===== config.mk =====
export PLATFORM = sky130hd
export DESIGN_NAME = vrc_capture
export DESIGN_NICKNAME = d
export VERILOG_FILES = /design/src/vrc_pkg.sv /design/src/vrc_capture.sv
export SDC_FILE = /design/constraint.sdc
export NUM_CORES = 2
export LEC_CHECK = 0
export ABC_AREA = 1
export ABC_CLOCK_PERIOD_IN_PS = 16000
export BUFFER_PORTS_ARGS = -buffer_cell sky130_fd_sc_hd__clkbuf_2
export CORE_MARGIN = 3
export CORE_UTILIZATION = 60
export DETAILED_ROUTE_END_ITERATION = 10
export GPL_ROUTABILITY_DRIVEN = 0
export PLACE_DENSITY_LB_ADDON = 0.05
export SLEW_MARGIN = 30
export SYNTH_ARGS = -nofsm -noshare
export SYNTH_HDL_FRONTEND = slang
export SYNTH_SLANG_ARGS = --single-unit

===== constraint.sdc =====
create_clock -name clk -period 16 [get_ports clk]
set_clock_uncertainty 0.05 [all_clocks]
set_input_delay 0.8 -clock clk [delete_from_list [all_inputs] [get_ports clk]]
set_output_delay 0.8 -clock clk [all_outputs]
set_load 0.005 [all_outputs]

===== src/vrc_pkg.sv =====
// Register map, field positions, reset values and types of the video capture channel
package vrc_pkg;

    // ------------------------------------------------------------------
    // Register byte offsets
    // ------------------------------------------------------------------
    localparam logic [7:0] REG_CTRL   = 8'h00;
    localparam logic [7:0] REG_HROI   = 8'h04;
    localparam logic [7:0] REG_VROI   = 8'h08;
    localparam logic [7:0] REG_RING   = 8'h0C;
    localparam logic [7:0] REG_BASE   = 8'h10;
    localparam logic [7:0] REG_STRIDE = 8'h14;
    localparam logic [7:0] REG_CROPXY = 8'h18;
    localparam logic [7:0] REG_CROPWH = 8'h1C;
    localparam logic [7:0] REG_MUX    = 8'h20;
    localparam logic [7:0] REG_STATUS = 8'h24;

    // ------------------------------------------------------------------
    // Control register fields
    // ------------------------------------------------------------------
    localparam int CTRL_EN0        = 0;
    localparam int CTRL_CAPEN      = 2;
    localparam int CTRL_AUTOPOL    = 3;
    localparam int CTRL_HSHIGH     = 4;
    localparam int CTRL_VSLOW      = 5;
    localparam int CTRL_INTERLACE  = 6;
    localparam int CTRL_MONO       = 7;
    localparam int CTRL_LINEAR     = 8;
    localparam int CTRL_PPCHAN     = 9;
    localparam int CTRL_PPMUX      = 10;

    // ------------------------------------------------------------------
    // Reset values
    // ------------------------------------------------------------------
    localparam logic [31:0] CTRL_RST   = 32'h0000_001F;
    localparam logic [31:0] HROI_RST   = 32'h0500_0166;
    localparam logic [31:0] VROI_RST   = 32'h0413_0014;
    localparam logic [31:0] RING_RST   = 32'h0400_0004;
    localparam logic [31:0] BASE_RST   = 32'h0000_0000;
    localparam logic [31:0] STRIDE_RST = 32'h0000_0F00;
    localparam logic [31:0] CROPXY_RST = 32'h0000_0000;
    localparam logic [31:0] CROPWH_RST = 32'h0400_0500;

    // ------------------------------------------------------------------
    // Input multiplexer codes and pixel sizes
    // ------------------------------------------------------------------
    localparam logic [1:0] MUX_A   = 2'h0;
    localparam logic [1:0] MUX_B   = 2'h1;
    localparam logic [1:0] MUX_OFF = 2'h2;
    localparam logic [1:0] BYTES_GREY = 2'h1;
    localparam logic [1:0] BYTES_RGB  = 2'h3;

    // Capture sequencer states
    typedef enum logic [2:0] {
        ST_WAIT   = 3'b001,
        ST_CAPT   = 3'b010,
        ST_SWITCH = 3'b100
    } vrc_state_t;

endpackage


===== src/vrc_capture.sv =====
// Video region-of-interest capture channel with ping-pong and ring-buffer DMA
`timescale 1ns/1ps

module vrc_capture
    import vrc_pkg::*;
#(
    parameter int CW = 16
) (
    // System
    input  wire logic        clk,
    input  wire logic        rst,
    // Wishbone slave
    input  wire logic        cyc_i,
    input  wire logic        stb_i,
    input  wire logic        we_i,
    input  wire logic [7:0]  adr_i,
    input  wire logic [3:0]  sel_i,
    input  wire logic [31:0] dat_i,
    output logic      [31:0] dat_o,
    output logic             ack_o,
    // Digitizer channel 0
    input  wire logic [7:0]  ch0Red,
    input  wire logic [7:0]  ch0Green,
    input  wire logic [7:0]  ch0Blue,
    input  wire logic        ch0Hsync,
    input  wire logic        ch0Vsync,
    // Digitizer channel 1
    input  wire logic [7:0]  ch1Red,
    input  wire logic [7:0]  ch1Green,
    input  wire logic [7:0]  ch1Blue,
    input  wire logic        ch1Hsync,
    input  wire logic        ch1Vsync,
    // Digitizer input mux settings
    output logic      [1:0]  muxSel0,
    output logic      [1:0]  muxSel1,
    output logic             activeChan,
    // DMA write stream
    output logic             dmaValid,
    output logic      [31:0] dmaAddr,
    output logic      [23:0] dmaData,
    output logic      [1:0]  dmaBytes,
    output logic             dmaInCrop
);

    // ------------------------------------------------------------------
    // Declarations
    // ------------------------------------------------------------------
    logic [31:0] ctrlQ, hroiQ, vroiQ, ringQ, baseQ, strideQ, cropXyQ, cropWhQ;
    logic [3:0]  muxQ;
    logic        ackQ;
    logic [31:0] datQ;
    logic        wbWrite;
    vrc_state_t  stateQ;
    logic        activeChanQ;
    logic [1:0]  syncQ, syncPrevQ;
    logic [1:0]  syncHighShort;
    logic [7:0]  redQ, greenQ, blueQ;
    logic        hPol, vPol, hAct, hActPrev, vAct, vActPrev, hLead, vLead;
    logic [CW-1:0] pixCntQ, lineCntQ, lineLenQ, pixIdx, rowQ, col;
    logic        fieldQ, fieldD;
    logic [3:0]  bufIdxQ, bufIdxNext;
    logic [15:0] frameCntQ;
    logic [31:0] linAddrQ, bufBytes, bufAddr, lineStart, colBytes;
    logic [CW-1:0] rowAddr, rowAddrNext, lineRel, frameRow;
    logic        capOk, inLine, inPix, pixWr, lineDone, frameDone, startFrame;
    logic        dmaValidQ, dmaInCropQ;
    logic [31:0] dmaAddrQ;
    logic [23:0] dmaDataQ;
    logic [1:0]  dmaBytesQ;

    // Configuration fields
    logic [1:0]    chanEn;
    logic          capEn, autoPol, interlace, mono, linear, ppChan, ppMux;
    logic [CW-1:0] startPix, roiWidth, startLine, endLine, linesPerBuf;
    logic [CW-1:0] cropX, cropY, cropW, cropH;
    logic [3:0]    ringCount;

    assign chanEn      = ctrlQ[CTRL_EN0 +: 2];
    assign capEn       = ctrlQ[CTRL_CAPEN];
    assign autoPol     = ctrlQ[CTRL_AUTOPOL];
    assign interlace   = ctrlQ[CTRL_INTERLACE];
    assign mono        = ctrlQ[CTRL_MONO];
    assign linear      = ctrlQ[CTRL_LINEAR];
    assign ppChan      = ctrlQ[CTRL_PPCHAN];
    assign ppMux       = ctrlQ[CTRL_PPMUX];
    assign startPix    = hroiQ[15:0];
    assign roiWidth    = hroiQ[31:16];
    assign startLine   = vroiQ[15:0];
    assign endLine     = vroiQ[31:16];
    assign ringCount   = ringQ[3:0];
    assign linesPerBuf = ringQ[31:16];
    assign cropX       = cropXyQ[15:0];
    assign cropY       = cropXyQ[31:16];
    assign cropW       = cropWhQ[15:0];
    assign cropH       = cropWhQ[31:16];

    // Byte-lane merge for partial writes
    function automatic logic [31:0] mergeBytes(input logic [31:0] old,
                                               input logic [31:0] wr,
                                               input logic [3:0]  sel);
        logic [31:0] res;
        res = old;
        for (int i = 0; i < 4; i++) begin
            if (sel[i]) begin
                res[i*8 +: 8] = wr[i*8 +: 8];
            end
        end
        return res;
    endfunction

    // ------------------------------------------------------------------
    // Wishbone slave
    // ------------------------------------------------------------------
    // Ack one cycle after request, dropped the next; write lands on ack edge
    assign wbWrite = cyc_i & stb_i & we_i & ackQ;

    always_ff @(posedge clk) begin
        if (rst) begin
            ackQ <= 1'b0;
        end else begin
            ackQ <= cyc_i & stb_i & ~ackQ;
        end
    end

    // Read data; unmapped offsets read as zero
    always_ff @(posedge clk) begin
        if (rst) begin
            datQ <= 32'h0000_0000;
        end else if (cyc_i & stb_i & ~ackQ) begin
            case (adr_i)
                REG_CTRL:   datQ <= ctrlQ;
                REG_HROI:   datQ <= hroiQ;
                REG_VROI:   datQ <= vroiQ;
                REG_RING:   datQ <= ringQ;
                REG_BASE:   datQ <= baseQ;
                REG_STRIDE: datQ <= strideQ;
                REG_CROPXY: datQ <= cropXyQ;
                REG_CROPWH: datQ <= cropWhQ;
                REG_MUX:    datQ <= {28'h000_0000, muxQ};
                REG_STATUS: datQ <= {frameCntQ, 8'h00, bufIdxQ, fieldQ,
                                     syncHighShort, activeChanQ};
                default:    datQ <= 32'h0000_0000;
            endcase
        end
    end

    // Configuration registers, kept intact while capture is paused
    always_ff @(posedge clk) begin
        if (rst) begin
            ctrlQ   <= CTRL_RST;
            hroiQ   <= HROI_RST;
            vroiQ   <= VROI_RST;
            ringQ   <= RING_RST;
            baseQ   <= BASE_RST;
            strideQ <= STRIDE_RST;
            cropXyQ <= CROPXY_RST;
            cropWhQ <= CROPWH_RST;
        end else if (wbWrite) begin
            case (adr_i)
                REG_CTRL:   ctrlQ   <= mergeBytes(ctrlQ, dat_i, sel_i);
                REG_HROI:   hroiQ   <= mergeBytes(hroiQ, dat_i, sel_i);
                REG_VROI:   vroiQ   <= mergeBytes(vroiQ, dat_i, sel_i);
                REG_RING:   ringQ   <= mergeBytes(ringQ, dat_i, sel_i);
                REG_BASE:   baseQ   <= mergeBytes(baseQ, dat_i, sel_i);
                REG_STRIDE: strideQ <= mergeBytes(strideQ, dat_i, sel_i);
                REG_CROPXY: cropXyQ <= mergeBytes(cropXyQ, dat_i, sel_i);
                REG_CROPWH: cropWhQ <= mergeBytes(cropWhQ, dat_i, sel_i);
                default: ;
            endcase
        end
    end

    // ------------------------------------------------------------------
    // Input stage and sync polarity
    // ------------------------------------------------------------------
    // Register the selected channel's pixel and syncs
    always_ff @(posedge clk) begin
        if (rst) begin
            syncQ     <= 2'b00;
            syncPrevQ <= 2'b00;
            redQ      <= 8'h00;
            greenQ    <= 8'h00;
            blueQ     <= 8'h00;
        end else begin
            syncQ     <= activeChanQ ? {ch1Vsync, ch1Hsync} : {ch0Vsync, ch0Hsync};
            syncPrevQ <= syncQ;
            redQ      <= activeChanQ ? ch1Red   : ch0Red;
            greenQ    <= activeChanQ ? ch1Green : ch0Green;
            blueQ     <= activeChanQ ? ch1Blue  : ch0Blue;
        end
    end

    // Auto polarity: the level held for the shorter run is the active one
    for (genvar g = 0; g < 2; g++) begin : gPolDet
        logic [CW-1:0] runCntQ, hiRunQ, loRunQ;
        always_ff @(posedge clk) begin
            if (rst) begin
                runCntQ <= '0;
                hiRunQ  <= '0;
                loRunQ  <= '0;
            end else if (syncQ[g] != syncPrevQ[g]) begin
                if (syncPrevQ[g]) begin
                    hiRunQ <= runCntQ;
                end else begin
                    loRunQ <= runCntQ;
                end
                runCntQ <= '0;
            end else if (runCntQ != '1) begin
                runCntQ <= runCntQ + 1'b1;
            end
        end
        assign syncHighShort[g] = hiRunQ < loRunQ;
    end

    // Polarity choice; the two manual selects have opposite sense
    assign hPol = autoPol ? syncHighShort[0] : ctrlQ[CTRL_HSHIGH];
    assign vPol = autoPol ? syncHighShort[1] : ~ctrlQ[CTRL_VSLOW];
    assign hAct     = hPol ? syncQ[0] : ~syncQ[0];
    assign hActPrev = hPol ? syncPrevQ[0] : ~syncPrevQ[0];
    assign vAct     = vPol ? syncQ[1] : ~syncQ[1];
    assign vActPrev = vPol ? syncPrevQ[1] : ~syncPrevQ[1];
    assign hLead    = hAct & ~hActPrev;
    assign vLead    = vAct & ~vActPrev;

    // ------------------------------------------------------------------
    // Pixel, line and field counting
    // ------------------------------------------------------------------
    // Pixel on the hsync leading edge has index zero
    assign pixIdx = hLead ? '0 : pixCntQ + 1'b1;
    // A vsync landing past mid-line marks the odd field
    assign fieldD = interlace & (pixCntQ > (lineLenQ >> 1));

    always_ff @(posedge clk) begin
        if (rst) begin
            pixCntQ  <= '0;
            lineCntQ <= '0;
            lineLenQ <= '0;
            fieldQ   <= 1'b0;
        end else begin
            pixCntQ <= pixIdx;
            if (hLead) begin
                lineLenQ <= pixCntQ;
            end
            if (vLead) begin
                lineCntQ <= '0;
                fieldQ   <= fieldD;
            end else if (hLead) begin
                lineCntQ <= lineCntQ + 1'b1;
            end
        end
    end

    // ------------------------------------------------------------------
    // Capture window and sequencing
    // ------------------------------------------------------------------
    assign capOk      = capEn & chanEn[activeChanQ];
    assign inLine     = (lineCntQ >= startLine) && (lineCntQ <= endLine);
    assign inPix      = (pixIdx >= startPix) && (pixIdx < CW'(startPix + roiWidth));
    assign pixWr      = (stateQ == ST_CAPT) && capOk && inLine && inPix;
    assign lineDone   = hLead && (stateQ == ST_CAPT) && inLine;
    assign frameDone  = lineDone && (lineCntQ == endLine) && (!interlace || fieldQ);
    // Interlaced frames always begin on the even field
    assign startFrame = (stateQ == ST_WAIT) && capOk && vLead && !fieldD;

    // Sequencer; waits on the current channel until a frame arrives
    always_ff @(posedge clk) begin
        if (rst) begin
            stateQ <= ST_WAIT;
        end else begin
            case (stateQ)
                ST_WAIT: begin
                    if (startFrame) begin
                        stateQ <= ST_CAPT;
                    end
                end
                ST_CAPT: begin
                    if (!capOk) begin
                        stateQ <= ST_WAIT;
                    end else if (frameDone) begin
                        stateQ <= ST_SWITCH;
                    end
                end
                ST_SWITCH: stateQ <= ST_WAIT;
                default:   stateQ <= ST_WAIT;
            endcase
        end
    end

    // Ping-pong: leave the channel after a whole frame, or in ST_WAIT once it is disabled, so the
    // mux relock of the left channel overlaps capture on the other
    always_ff @(posedge clk) begin
        if (rst) begin
            activeChanQ <= 1'b0;
            muxQ        <= {MUX_A, MUX_A};
        end else begin
            if (wbWrite && adr_i == REG_MUX && sel_i[0]) begin
                muxQ <= dat_i[3:0];
            end
            if (stateQ == ST_SWITCH) begin
                if (ppMux && muxQ[{activeChanQ, 1'b0} +: 2] != MUX_OFF) begin
                    muxQ[{activeChanQ, 1'b0} +: 2] <=
                        (muxQ[{activeChanQ, 1'b0} +: 2] == MUX_A) ? MUX_B : MUX_A;
                end
                if (ppChan && chanEn[~activeChanQ]) begin
                    activeChanQ <= ~activeChanQ;
                end
            end else if (stateQ == ST_WAIT && !chanEn[activeChanQ] && chanEn[~activeChanQ]) begin
                activeChanQ <= ~activeChanQ;
            end
        end
    end

    // ------------------------------------------------------------------
    // Buffer ring and addressing
    // ------------------------------------------------------------------
    assign bufIdxNext  = (bufIdxQ + 1'b1 >= ringCount) ? 4'h0 : bufIdxQ + 1'b1;
    assign bufBytes    = 32'(linesPerBuf) * strideQ;
    assign bufAddr     = baseQ + 32'(bufIdxQ) * bufBytes;
    // Interlaced fields interleave their lines in the buffer
    assign rowAddr     = interlace ? {rowQ[CW-2:0], fieldQ} : rowQ;
    assign rowAddrNext = CW'(rowAddr + (interlace ? 2'h2 : 2'h1));
    assign lineStart   = bufAddr + 32'(rowAddr) * strideQ;
    assign col         = CW'(pixIdx - startPix);
    assign colBytes    = mono ? 32'(col) : 32'(col) * 32'(BYTES_RGB);
    assign lineRel     = CW'(lineCntQ - startLine);
    assign frameRow    = interlace ? {lineRel[CW-2:0], fieldQ} : lineRel;

    always_ff @(posedge clk) begin
        if (rst) begin
            bufIdxQ   <= 4'h0;
            rowQ      <= '0;
            frameCntQ <= 16'h0000;
        end else if (stateQ == ST_SWITCH) begin
            bufIdxQ   <= bufIdxNext;
            rowQ      <= '0;
            frameCntQ <= frameCntQ + 1'b1;
        end else if (vLead && stateQ == ST_CAPT) begin
            rowQ <= '0;
        end else if (lineDone && !frameDone) begin // Frame end moves buffer once
            if (rowAddrNext >= linesPerBuf) begin
                rowQ    <= '0;
                bufIdxQ <= bufIdxNext;
            end else begin
                rowQ <= rowQ + 1'b1;
            end
        end
    end

    // Linear write pointer, restarted at each frame start
    always_ff @(posedge clk) begin
        if (rst) begin
            linAddrQ <= 32'h0000_0000;
        end else if (startFrame) begin
            linAddrQ <= bufAddr;
        end else if (pixWr) begin
            linAddrQ <= linAddrQ + (mono ? 32'(BYTES_GREY) : 32'(BYTES_RGB));
        end
    end

    // ------------------------------------------------------------------
    // DMA output stage
    // ------------------------------------------------------------------
    always_ff @(posedge clk) begin
        if (rst) begin
            dmaValidQ  <= 1'b0;
            dmaAddrQ   <= 32'h0000_0000;
            dmaDataQ   <= 24'h00_0000;
            dmaBytesQ  <= 2'h0;
            dmaInCropQ <= 1'b0;
        end else begin
            dmaValidQ <= pixWr;
            if (pixWr) begin
                dmaAddrQ <= linear ? linAddrQ : lineStart + colBytes;
                if (mono) begin
                    dmaDataQ  <= {16'h0000, greenQ};
                    dmaBytesQ <= BYTES_GREY;
                end else begin
                    dmaDataQ  <= {blueQ, greenQ, redQ};
                    dmaBytesQ <= BYTES_RGB;
                end
                dmaInCropQ <= (col >= cropX) && (col < CW'(cropX + cropW)) &&
                              (frameRow >= cropY) && (frameRow < CW'(cropY + cropH));
            end
        end
    end

    assign dat_o      = datQ;
    assign ack_o      = ackQ;
    assign muxSel0    = muxQ[1:0];
    assign muxSel1    = muxQ[3:2];
    assign activeChan = activeChanQ;
    assign dmaValid   = dmaValidQ;
    assign dmaAddr    = dmaAddrQ;
    assign dmaData    = dmaDataQ;
    assign dmaBytes   = dmaBytesQ;
    assign dmaInCrop  = dmaInCropQ;
endmodule // vrc_capture


==> qor_table.md <==
| Group | Item | This run |
| --- | --- | --- |
| synth | Share of the yosys chip area belonging to registers | 19.2% |
| critical path | Worst setup EP type | register |
| critical path | Crit path max-delay family | adder cells |
| critical path | Buffer and inverter count on the worst path | 11 |
| placement | Total half-perimeter wirelength after legalization and detailed placement | 165 mm |
| timing | Post-Route Setup TNS | 0 ns |
| global routing | Antenna violations before repair | 8 |
| synth | EDFF count, synth | 0 |
| detailed routing | Per-cell routed wire length | 21.4 um |
| layout | Layout net count | 9,747 |
| pwr | Power density cells | 54.1 mW/mm2 |
| layout | Fraction of the core area covered by cells at the end of the flow | 65.3% |
| timing | Hold violation count in the final report | 0 |
| global routing | First-pass GRT wire length | 326 mm |
| synth | Post-synth design cell area | 0.0623 mm2 |
| timing | Final max-slew violation count | 0 |
| cts | Insertion delay to the later sink of the worst-skew pair | 0.66 ns |
| cts | Number of buffers inserted to repair setup after CTS | 0 |
| hold path | Class of the most critical hold timing path | input pin to register |
| critical path | Crit start category | register |
| cts | Cell at the root of the clock tree | clkbuf_16 |
| synth | Biggest area contributors in the synthesized netlist | fa_1, dfxtp_1, nand2_1, inv_1, ha_1 |
| placement | Placed cells | 9,747 |
| layout | Proportion of layout cells with a drive suffix above 1 | 5.85% |
| placement | Total of buffers placed on input and output ports | 198 |
| synth | Portion of synthesized cell area occupied by the leading cell type | 24.0% |
| cts | CTS tree | done |
| timing | Achievable frequency | 68.1 MHz |
| detailed routing | Vias per cell | 5.82 |
| synth | Net Count, Synth | 9,726 |
| cts | Buffer depth of the longest clock path | 3 |
| cts | Clk sink count | 597 |
| detailed routing | Total via count after detailed routing | 57,500 |
| detailed routing | First drt pass iteration count | 6 |
| global routing | Total Routing Usage GR | 39.3% |
| detailed routing | Wire length after detailed routing | 212 mm |
| die | Die W | 328 um |
| die | Initial Util | 60.8% |
| critical path | Library cell contributing the largest single delay on the critical path | dfxtp_1 |
| global routing | Via count of the first global-routing pass | 56,200 |
| synth | Post-Syn Instances | 8,433 |
| synth | Top cell type by total area after synthesis | fa_1 |
| synth | Average footprint of a synthesized cell | 7.38 um2 |
| timing | Number of setup violations in the final report | 0 |
| global routing | Gr ovfl total | 0 |
| job | Maxcap violations | 0 |
| synth | Number of distinct library cell variants in the gate-level netlist after synthesis | 70 |
| timing | Max-Slew Margin vs Limit | 22.8% |
| pwr | Static leakage | 30.5 nW |
| timing | Share of the clock period used by the worst path | 91.8% |
| cts | Clock transition time at the flip-flop clock pins of the worst setup and hold paths | 0.06 ns |
| die | Die ar. | 0.108 mm2 |
| layout | Fillers | 9,207 |
| die | Core outline area | 0.102 mm2 |
| critical path | Required time of the critical path | 16.52 ns |
| synth | Fraction of registers with async set/reset | 0% |
| die | Number of placed I/O pins | 199 |
| synth | Prevailing post-synth register cell | dfxtp_1 |
| die | Number of placement rows | 117 |
| timing | Unrepaired setup endpoints after global routing | no |
| synth | Number of synthesis warnings | 0 |
| cts | CTS Hold Bufs | 0 |
| detailed routing | Residual antenna-violating net count after detailed routing | 0 |
| critical path | Type of the setup path with the least slack | register to register |
| status | Outcome | complete, no violations |
| layout | Final standard cell count with taps included and fillers excluded | 9,879 |
| synth | Flip-flop and latch count after synthesis | 597 |
| critical path | Arrival time of the worst setup path | 15.21 ns |
| cts | Post-cts sizing count | 0 |
| cts | # H-tree levels | 3 |
| critical path | Worst-path fanout max | 20 |
| layout | Area growth syn-to-layout | 7.24% |
| die | Die Height | 328 um |
| critical path | Critical Path Most Common Cell | fa_1 |
| pwr | Peak ir drop on the vdd network | 0.0902 mV |
| critical path | CP peak stage delay | 0.80 ns |
| detailed routing | Number of design rule violations left after detail routing | 0 |
| timing | Actual slew at the worst max-slew pin | 1.16 ns |
| detailed routing | DR iter-0 viols | 6,183 |
| global routing | Largest net degree at the start of global routing | 161 |
| cts | CTS Buf Count | 72 |
| timing | Shortest period the worst path allows | 14.69 ns |
[cells in the final DEF (no fill, tap or decap), types with 7 or more instances in the layout]
| cell | n |
|---|---|
| buf_4 | 89 |
| o21a_1 | 10 |
| ha_1 | 444 |
| nor3_1 | 99 |
| or2_2 | 13 |
| clkbuf_16 | 75 |
| a21o_1 | 7 |
| o21ai_2 | 13 |
| clkbuf_2 | 197 |
| xnor2_1 | 75 |
| clkbuf_8 | 14 |
| fa_1 | 748 |
| dfxtp_1 | 596 |
| inv_2 | 13 |
| nand2_1 | 1670 |
| nor4_1 | 23 |
| o41ai_1 | 13 |
| inv_1 | 1634 |
| a221oi_1 | 39 |
| nand2_2 | 14 |
| o31ai_1 | 7 |
| nand4_1 | 55 |
| o21ai_0 | 569 |
| clkbuf_1 | 12 |
| clkinv_2 | 8 |
| xor2_1 | 167 |
| nor2_2 | 10 |
| o21ai_1 | 20 |
| nor2_1 | 784 |
| nand3_1 | 199 |
| o21bai_1 | 27 |
| o211ai_1 | 33 |
| a31oi_1 | 13 |
| clkinv_1 | 9 |
| o22ai_1 | 44 |
| o221ai_1 | 10 |
| a211oi_1 | 12 |
| a21oi_1 | 639 |
| o2111ai_1 | 20 |
[synthesized netlist by cell type, types with 10 or more instances]
master     number
nand2_1      1671
inv_1        1638
nor2_1        787
fa_1          748
a21oi_1       640
dfxtp_1       597
o21ai_0       569
ha_1          444
clkbuf_1      267
nand3_1       200
xor2_1        167
nor3_1         99
xnor2_1        75
nand4_1        55
o22ai_1        44
a221oi_1       39
buf_1          34
o211ai_1       33
o21bai_1       27
buf_2          23
nor4_1         23
o2111ai_1      20
o21ai_1        20
a31oi_1        13
nand2_2        13
o21ai_2        13
o41ai_1        13
or2_2          13
a211oi_1       12
clkinv_1       10
o21a_1         10
o221ai_1       10
[routing by layer]
metal / track usage (%) / up-vias / wire, um / part of all wire [%]
met5: 0 / - / 23 / 0.011
met4: 22.3 / 4 / 14700 / 7.0
met3: 10.3 / 708 / 25600 / 12
met2: 59.3 / 3145 / 90000 / 42
met1: 51.4 / 27300 / 81400 / 38
li1: - / 26300 / - / -
[stage by stage]
step           hold WS [ns]  total power [mW]  worst slack (ns)  area [um2]
2_1_floorplan         0.374              1.78              3.61       62300
3_3_place_gp          0.379              1.89              1.68       64300
3_5_place_dp          0.387              1.90              1.64       64300
4_1_cts               0.305              3.62              1.55       66800
5_1_grt               0.340              3.73             0.466       66800
6_report              0.329              3.61              1.31       66800
[worst paths after layout]
kind,startpoint,endpoint,slack [ns],depth (start not counted)
hold / removal,dat_i[0],ctrlQ[0],0.33,3
setup reg to reg,ringQ[20],dmaAddr[31],1.31,55
setup / recovery,ringQ[20],dmaAddr[31],1.31,55
hold reg to reg,blueQ[7],dmaData[23],0.39,2
[power breakdown]
part           total (mW)  internal [mW]  switching [mW]  leakage, nW
Sequential           1.53           1.51          0.0177         4.83
Combinational       0.339          0.108           0.231         24.5
Clock                1.74           1.03           0.716         1.22
Total                3.61           2.65           0.965         30.5
[sequential cells by signal, summed over array words and instances, names as in the netlist, 24 cells and up]
| signal | count |
|---|---|
| dmaAddr | 32 |
| linAddrQ | 32 |
| cropXyQ | 32 |
| baseQ | 32 |
| cropWhQ | 32 |
| dat_o | 32 |
| ctrlQ | 32 |
| vroiQ | 32 |
| strideQ | 32 |
| dmaData | 24 |
| gPolDet.loRunQ | 32 |
| ringQ | 32 |
| gPolDet.hiRunQ | 32 |
| gPolDet.runCntQ | 32 |
| hroiQ | 32 |
[kinds of logic (layout without fill, tap and decap cells)]
| group | count (synthesis) | count (layout) | share of synthesized area [%] |
|---|---|---|---|
| adders and majority gates | 1192 | 1192 | 33.0 |
| and+or+nand+nor | 2895 | 2895 | 18.7 |
| muxes | 2 | 2 | 0.0322 |
| buffers and inverters | 1999 | 2074 | 12.3 |
| DFF | 597 | 597 | 19.2 |
| xor gates and xnor gates | 244 | 244 | 3.46 |
| AOI/OAI and AO/OA | 1504 | 1504 | 13.4 |
| other | 0 | 3 | 0 |
[cell type report]
cell class / count / area, um2 / area share (%)
Multi-Input combinational cell: 5837 / 42700 / 64.0
Antenna cell: 3 / 7.51 / 0.0112
Clock inverter: 27 / 378 / 0.566
Timing Repair Buffer: 287 / 1660 / 2.48
Inverter: 1659 / 6240 / 9.34
Clock buffer: 101 / 2110 / 3.17
Tap cell: 1368 / 1710 / 2.56
Sequential cell: 597 / 12000 / 17.9
[tightest hold or removal path: stages]
cell	delay, ns
clkbuf_2	0.09
nand2_1	0.05
o211ai_1	0.06
No activity file was read; power rests on OpenSTA's default activity.
